File: config.mk
export PLATFORM = sky130hd
export DESIGN_NAME = gpc_port
export DESIGN_NICKNAME = d
export VERILOG_FILES = /design/src/rtl/gpc_pkg.sv /design/src/rtl/gpc_port.sv
export SDC_FILE = /design/constraint.sdc
export NUM_CORES = 1
export LEC_CHECK = 0
export BUFFER_PORTS_ARGS = -buffer_cell sky130_fd_sc_hd__buf_4
export CAP_MARGIN = 10
export CORE_ASPECT_RATIO = 0.9
export CORE_MARGIN = 2
export CORE_UTILIZATION = 55
export CTS_BUF_LIST = sky130_fd_sc_hd__clkbuf_8
export DETAILED_ROUTE_END_ITERATION = 8
export PLACE_DENSITY_LB_ADDON = 0.15
export SYNTH_ARGS = -nofsm -noshare
export SYNTH_HDL_FRONTEND = slang
export SYNTH_SLANG_ARGS = --single-unit
File: constraint.sdc
create_clock -name mclk -period 7.7 [get_ports mclk]
set_input_delay 1.155 -clock mclk [delete_from_list [all_inputs] [get_ports mclk]]
set_output_delay 1.155 -clock mclk [all_outputs]
set_load 0.03 [all_outputs]
File: src/rtl/gpc_pkg.sv
// Purpose: shared constants and types for the pin configuration block, plus its debounce filter
// Assumes: one 50 MHz clock, slow ticks come as one-cycle enables
// Notes:   the filter holds its output until the input has settled for longer than the reject width
`timescale 1ns/1ps
package gpc_pkg;
    localparam int          CLK_HZ          = 50_000_000;
    localparam int          TICK_US         = 100;            // filter sample period
    localparam int          TICK_CYCLES     = (CLK_HZ / 1_000_000) * TICK_US;
    localparam int          REJECT_US       = 1000;           // pulses this wide or shorter are dropped
    localparam int          STABLE_TICKS    = REJECT_US / TICK_US + 1;
    localparam int          NUM_PINS        = 14;
    localparam int          NUM_CHANNELS    = 16;
    localparam logic [13:0] INPUT_ALT_MASK  = 14'h0_203;      // steer pins and serial memory data in
    localparam int          STEER_PIN_ZERO  = 0;
    localparam int          STEER_PIN_ONE   = 1;
    localparam logic [7:0]  CFG_RESET       = 8'h01;          // plain non-inverting input

    // per-pin configuration byte, fields from msb down
    typedef struct packed {
        logic [3:0] chan;      // private channel for the steer pins
        logic       alt;       // alternate function select, bit 3
        logic       inten;     // interrupt steering, bit 2
        logic       pol;       // invert, bit 1
        logic       dir;       // 1 input, 0 output, bit 0
    } gpc_cfg_type;

    // host access to configuration and data registers
    typedef struct packed {
        logic       cfg_mode;
        logic       cfg_wr;
        logic       cfg_rd;
        logic [3:0] cfg_sel;
        logic [7:0] cfg_wdata;
        logic       data_wr;
        logic       data_rd;
    } gpc_host_type;
endpackage : gpc_pkg

module gpc_debounce #(
    parameter int STABLE = gpc_pkg::STABLE_TICKS
) (
    // clock and reset
    input  wire logic mclk,
    input  wire logic rst_n,
    // control
    input  wire logic tick,
    input  wire logic enable,
    // level
    input  wire logic level_in,
    output logic      level_out
);
    typedef struct packed {
        logic       held;
        logic [7:0] cnt;
    } gpc_deb_state_type;

    gpc_deb_state_type s_q;
    gpc_deb_state_type s_d;

    // count ticks while input differs; a glitch shorter than the window restarts it
    always_comb begin
        s_d = s_q;
        if (s_q.held == level_in) begin
            s_d.cnt = 8'h00;
        end else if (tick) begin
            if (s_q.cnt >= 8'(STABLE - 1)) begin
                s_d.held = level_in;
                s_d.cnt  = 8'h00;
            end else begin
                s_d.cnt = s_q.cnt + 8'h01;
            end
        end
    end

    always_ff @(posedge mclk or negedge rst_n) begin
        if (!rst_n) begin
            s_q <= '0;
        end else begin
            s_q <= s_d;
        end
    end

    // filter bypassed when not selected
    assign level_out = enable ? s_q.held : level_in;
endmodule : gpc_debounce

File: src/rtl/gpc_port.sv
// Purpose: configuration, pin muxing and interrupt steering for the general purpose pins
// Assumes: host access already decoded into strobes; config mode given by the chip
// Notes:   pin inputs pass two flip-flops before use
`timescale 1ns/1ps
module gpc_port #(
    parameter int NPINS      = gpc_pkg::NUM_PINS,
    parameter int TICK_DIV   = gpc_pkg::TICK_CYCLES,
    parameter int STABLE     = gpc_pkg::STABLE_TICKS
) (
    // clock and reset
    input  wire logic                 mclk,
    input  wire logic                 resetn,
    // host access
    input  gpc_pkg::gpc_host_type     host,
    input  wire logic [NPINS-1:0]     data_wdata,
    output logic      [7:0]           cfg_rdata,
    output logic      [NPINS-1:0]     data_rdata,
    // pins
    input  wire logic [NPINS-1:0]     general_purpose_pin_in,
    output logic      [NPINS-1:0]     general_purpose_pin_out,
    output logic      [NPINS-1:0]     general_purpose_pin_oe,
    // alternate functions
    input  wire logic [NPINS-1:0]     alt_out,
    output logic      [NPINS-1:0]     alt_in,
    // interrupts
    input  wire logic [3:0]           combined_irq_channel_select,
    input  wire logic [2:0]           filter_enable,
    output logic                      combined_pin_interrupt,
    output logic      [15:0]          irq_request
);
    typedef struct packed {
        logic [NPINS-1:0]                         meta;
        logic [NPINS-1:0]                         pin_s;
        logic [NPINS-1:0][7:0]                    cfg;
        logic [NPINS-1:0]                         data;
        logic [NPINS-1:0]                         rdata;
        logic [7:0]                               crdata;
        logic [15:0]                              tick_cnt;
        logic                                     tick;
        logic                                     comb;
        logic [15:0]                              irq;
    } gpc_state_type;

    gpc_state_type    s_q;
    gpc_state_type    s_d;
    logic             rst_meta_q;
    logic             rst_n_q;
    logic [NPINS-1:0] drive_val;
    logic [NPINS-1:0] pin_val;
    logic [NPINS-1:0] sig;
    logic [NPINS-1:0] alt_valid;
    logic             comb_raw;
    logic             comb_f;
    logic [1:0]       ded_raw;
    logic [1:0]       ded_f;

    // reset release through two flops, assertion stays asynchronous
    always_ff @(posedge mclk or negedge resetn) begin
        if (!resetn) begin
            rst_meta_q <= 1'b0;
            rst_n_q    <= 1'b0;
        end else begin
            rst_meta_q <= 1'b1;
            rst_n_q    <= rst_meta_q;
        end
    end

    // per pin decode of the low nibble
    for (genvar i = 0; i < NPINS; i++) begin : g_pin
        gpc_pkg::gpc_cfg_type c;
        logic                 in_type;
        assign c        = s_q.cfg[i];
        assign in_type  = gpc_pkg::INPUT_ALT_MASK[i];
        // alternate valid only when direction matches its type
        assign alt_valid[i] = c.alt & (in_type ? c.dir : ~c.dir);
        // driven level: alternate output or stored bit, then polarity
        assign drive_val[i] = ((alt_valid[i] & ~in_type) ? alt_out[i] : s_q.data[i]) ^ c.pol;
        assign pin_val[i]   = s_q.pin_s[i] ^ c.pol;
        assign general_purpose_pin_out[i] = drive_val[i];
        assign general_purpose_pin_oe[i]  = ~c.dir;
        // input alternate sees the pin after polarity
        assign alt_in[i] = (alt_valid[i] & in_type) ? pin_val[i] : 1'b0;
        // resulting pin signal, driven or sampled, used for steering
        assign sig[i] = c.dir ? pin_val[i] : drive_val[i];
    end

    // combined request is the OR of steered pins
    always_comb begin
        comb_raw = 1'b0;
        for (int i = 0; i < NPINS; i++) begin
            if (s_q.cfg[i][2]) begin
                comb_raw = comb_raw | sig[i];
            end
        end
    end

    // steer pins with alternate selected form their own paths
    assign ded_raw[0] = alt_valid[gpc_pkg::STEER_PIN_ZERO] & alt_in[gpc_pkg::STEER_PIN_ZERO];
    assign ded_raw[1] = alt_valid[gpc_pkg::STEER_PIN_ONE]  & alt_in[gpc_pkg::STEER_PIN_ONE];

    // three independent filters, one per interrupt path
    gpc_debounce #(.STABLE(STABLE)) u_deb_comb (
        .mclk      (mclk),
        .rst_n     (rst_n_q),
        .tick      (s_q.tick),
        .enable    (filter_enable[0]),
        .level_in  (comb_raw),
        .level_out (comb_f)
    );
    gpc_debounce #(.STABLE(STABLE)) u_deb_d0 (
        .mclk      (mclk),
        .rst_n     (rst_n_q),
        .tick      (s_q.tick),
        .enable    (filter_enable[1]),
        .level_in  (ded_raw[0]),
        .level_out (ded_f[0])
    );
    gpc_debounce #(.STABLE(STABLE)) u_deb_d1 (
        .mclk      (mclk),
        .rst_n     (rst_n_q),
        .tick      (s_q.tick),
        .enable    (filter_enable[2]),
        .level_in  (ded_raw[1]),
        .level_out (ded_f[1])
    );

    // next state: sync, tick divider, host access, interrupt routing
    always_comb begin
        gpc_pkg::gpc_cfg_type c0;
        gpc_pkg::gpc_cfg_type c1;
        s_d = s_q;
        c0  = s_q.cfg[gpc_pkg::STEER_PIN_ZERO];
        c1  = s_q.cfg[gpc_pkg::STEER_PIN_ONE];
        // two-flop synchroniser on the pins
        s_d.meta  = general_purpose_pin_in;
        s_d.pin_s = s_q.meta;
        // slow enable for the filters; one pulse every TICK_DIV mclk cycles
        if (s_q.tick_cnt >= 16'(TICK_DIV - 1)) begin
            s_d.tick_cnt = 16'h0000;
            s_d.tick     = 1'b1;
        end else begin
            s_d.tick_cnt = s_q.tick_cnt + 16'h0001;
            s_d.tick     = 1'b0;
        end
        // configuration registers only in config mode
        if (host.cfg_mode && host.cfg_wr && (32'(host.cfg_sel) < NPINS)) begin
            s_d.cfg[host.cfg_sel] = host.cfg_wdata;
        end
        // a refused read (run mode or no such pin) answers zero rather than stale data
        if (host.cfg_rd) begin
            s_d.crdata = (host.cfg_mode && (32'(host.cfg_sel) < NPINS)) ? s_q.cfg[host.cfg_sel] : 8'h00;
        end
        // data register: outputs take writes, inputs ignore them
        if (!host.cfg_mode && host.data_wr) begin
            for (int i = 0; i < NPINS; i++) begin
                if (!s_q.cfg[i][0]) begin
                    s_d.data[i] = data_wdata[i];
                end
            end
        end
        if (!host.cfg_mode && host.data_rd) begin
            for (int i = 0; i < NPINS; i++) begin
                s_d.rdata[i] = s_q.cfg[i][0] ? pin_val[i] : s_q.data[i];
            end
        end
        // channel routing, channel zero means unrouted
        s_d.comb = comb_f;
        s_d.irq  = 16'h0000;
        if (combined_irq_channel_select != 4'h0) begin
            s_d.irq[combined_irq_channel_select] = comb_f;
        end
        if (c0.chan != 4'h0) begin
            s_d.irq[c0.chan] = s_d.irq[c0.chan] | ded_f[0];
        end
        if (c1.chan != 4'h0) begin
            s_d.irq[c1.chan] = s_d.irq[c1.chan] | ded_f[1];
        end
    end

    // every pin comes up a plain non-inverting input
    always_ff @(posedge mclk or negedge rst_n_q) begin
        if (!rst_n_q) begin
            s_q          <= '0;
            s_q.cfg      <= {NPINS{gpc_pkg::CFG_RESET}};
        end else begin
            s_q <= s_d;
        end
    end

    // registered outputs
    assign cfg_rdata              = s_q.crdata;
    assign data_rdata             = s_q.rdata;
    assign combined_pin_interrupt = s_q.comb;
    assign irq_request            = s_q.irq;
endmodule : gpc_port

==> results.py <==
metrics = {
    "critical_path": {
        "r2r_end": "irq_request[13]",
        "r2r_setup_slack_ps": 4060,
        "crit_type": "input port to flop",
        "required_ps": 8110,
        "r2r_cells": 9,
        "crit_path_end_kind": "flop",
        "r2r-start": "g_pin[1].c[0]",
        "critPathMaxFanout": 11,
        "startpoint_type": "input port",
        "cp.arrival_ps": 4100,
    },
    "timing": {
        "max_freq_mhz": 271,
        "clock_skew_ps": 17.6,
        "post-route-period-util": 0.480,
        "relSlewSlack": 0.178,
        "maxSlewViolCount": 0,
        "finalSetupViolCount": 0,
        "setup_tns_ps": 0,
        "rsz0062_at_grt": "false",
        "hold_viol_final": 0,
        "period_needed_ps": 3690,
        "tightestPinTransition_ps": 1220,
    },
    "clocking": {
        "hold_buffers": 0,
        "clk_pin_slew_ps": 60,
        "cts_root_buf": "clkbuf_8",
        "clock_latency_ps": 540,
        "clock_sinks": 239,
        "cts.path.max_buffers": 3,
        "cts_buffers": 40,
        "post_cts_buffers": 0,
        "cts_tree": "done",
        "cts_max_level": 2,
        "postCtsResizedCells": 0,
    },
    "placed_design": {
        "place.gp.congestion": 0.865,
        "port_buffers": 134,
        "dp.final_hpwl_um": 19600,
    },
    "route": {
        "first_pass_iters": 5,
        "drtIter0Drc": 676,
        "ant_nets": 0,
        "wl_per_cell_um": 18.9,
        "dr_total_vias": 8663,
        "drc": 0,
        "drt-total-wl_um": 28600,
        "via_per_inst": 5.71,
    },
    "floorplan": {
        "dieArea_um2": 23900,
        "die_h_um": 147,
        "num_rows": 52,
        "pin_count": 149,
        "core_area_um2": 22400,
        "die_w_um": 163,
        "start_util": 0.558,
    },
    "pwr": {
        "leakagePower_nw": 6.37,
        "cellPowerDensity_nw_per_um2": 281,
        "max-vdd-ir-drop_mv": 0.215,
    },
    "synthesis": {
        "synthDominantCellAreaShare": 0.451,
        "yosysWarnings": 0,
        "synth_xor_xnor_area_share": 0.0400,
        "synth_top_family_by_area": "multiplexers",
        "ys_types": 83,
        "muxShareOfSynthArea": 0.190,
        "ys_ff_latch": 239,
        "netlist_area_um2": 12500,
        "netlist.top_cell.by_area": "dfrtp_1",
        "async_flop_share": 1.00,
        "synth-seq-area-share": 0.481,
        "syn_avg_cell_area_um2": 11.3,
        "yosys.area_share.simple": 0.127,
        "synth_area_leaders": "dfrtp_1 (45%), mux2_2 (11%), mux4_2 (4.2%)",
        "synth-adder-area-share": 0.00702,
        "synth_edf_count": 0,
        "netlist_instances": 1104,
        "synth-compound-area-share": 0.0913,
        "synth_flop_cell": "dfrtp_1",
    },
    "final_layout": {
        "fill_cells": 1875,
        "synthToLayoutAreaGrowth_pct": 12.9,
        "mostFrequentLayoutCell": "dfrtp_1",
        "drive_above_1_share": 0.307,
        "nets": 1264,
        "insertedDiodeCount": 0,
        "final_util": 0.629,
        "layout_common_cells": "dfrtp_1 (224), buf_4 (135), mux2_2 (121), nor2_1 (112), nand2_1 (71)",
    },
    "grt": {
        "grt_first_pass_wirelength_um": 46700,
        "overflow": 0,
        "antenna_found_initial": 0,
        "grt_pass1_vias": 8672,
        "grtUsageTotal": 0.247,
        "grt_max_degree": 174,
    },
    "hold_path": {
        "hold_start": "s_d[186]",
        "min_to": "s_q[186]",
        "min_path_cells": 0,
        "min_path_type": "flop to flop",
    },
    "run_status": {
        "status": "finished clean",
    },
    "flow_run": {
        "cap_violations": 0,
    },
}
kinds of logic (layout without fill, tap and decap cells):
logic type               count (synthesis)  after routing
AO/OA/AOI/OAI                          151            151
XOR/XNOR                                57             57
adder cells (fa/ha/maj)                  7              7
buffers and inverters                  143            245
flip-flops                             239            239
multiplexers                           191            191
other                                    2             16
AND/OR/NAND/NOR                        314            314
per-layer routing:
metal	part of all wire	track usage	vias to the layer above
li1	-	-	4027
met1	0.46	0.363	4287
met2	0.45	0.382	283
met3	0.063	0.0435	66
met4	0.025	0.0673	0
met5	0	0	-
through the flow:
step,cell area (um2),setup WS [ps],instances,power (mW),hold WS (ps)
6_report,14100,4010,1517,3.96,344
5_1_grt,14100,3820,1517,4.17,352
4_1_cts,14100,4080,1517,3.99,346
3_5_place_dp,13300,3550,1444,2.85,335
3_3_place_gp,13300,3560,1444,2.82,332
2_1_floorplan,12500,571,1118,2.55,331
power breakdown:
| group | switching, mW | internal [mW] | total [mW] |
|---|---|---|---|
| Clock | 0.507 | 0.619 | 1.13 |
| Sequential | 0.218 | 1.47 | 1.68 |
| Combinational | 0.641 | 0.506 | 1.15 |
| Total | 1.37 | 2.59 | 3.96 |
area by class of cell:
cell class	instances	area, um2	share of cell area
Sequential cell	239	6000	0.426
Multi-Input combinational cell	736	5740	0.407
Timing Repair Buffer	136	1030	0.0734
Clock buffer	50	688	0.0488
Tap cell	297	372	0.0264
Inverter	36	135	0.00959
Clock inverter	23	121	0.00862
state kept, by name, indices dropped and copies added, names as in the netlist, 8 cells and up:
| name | count |
|---|---|
| cfg_rdata | 8 |
| data_rdata | 14 |
| g_pin.c | 112 |
| irq_request | 16 |
| s_d | 14 |
| s_q | 45 |
| u_deb_comb.s_q | 9 |
| u_deb_d0.s_q | 9 |
| u_deb_d1.s_q | 9 |
cell usage after synthesis, drive strengths merged (7+ instances only):
library cell,instances
o22ai,19
mux4,24
nand3,23
nor4,12
mux2,121
nand2,71
ha,7
nor2,113
xnor2,37
mux2i,46
dfrtp,225
a21boi,15
a21oi,16
inv,36
o21ai,33
or3b,7
nor3,9
a31oi,22
nand3b,11
dfstp,14
clkbuf,41
xor2,20
and3,11
nand2b,16
nor2b,11
buf,64
nand4,9
worst max path at each step:
stage / end / slack (ps) / depth (start not counted) / start
after global routing: irq_request[12] / 3820 / 10 / alt_out[12]
after floorplan: cfg_rdata[0] / 570 / 0 / rst_n_q
after detailed placement: irq_request[13] / 3550 / 10 / alt_out[12]
after CTS: irq_request[13] / 4080 / 10 / alt_out[12]
final: irq_request[13] / 4010 / 10 / alt_out[12]
after global placement: irq_request[13] / 3560 / 10 / alt_out[12]
critical path, stage by stage:
cell and delay, ps:
buf_4 110, mux2i_1 270, mux2i_1 160, nor4_2 380, o2111ai_4 270, nor2_8 270
o31ai_2 140, a31oi_1 860, o211a_1 370, a22oi_1 110
No activity file was read; power rests on OpenSTA's default activity.
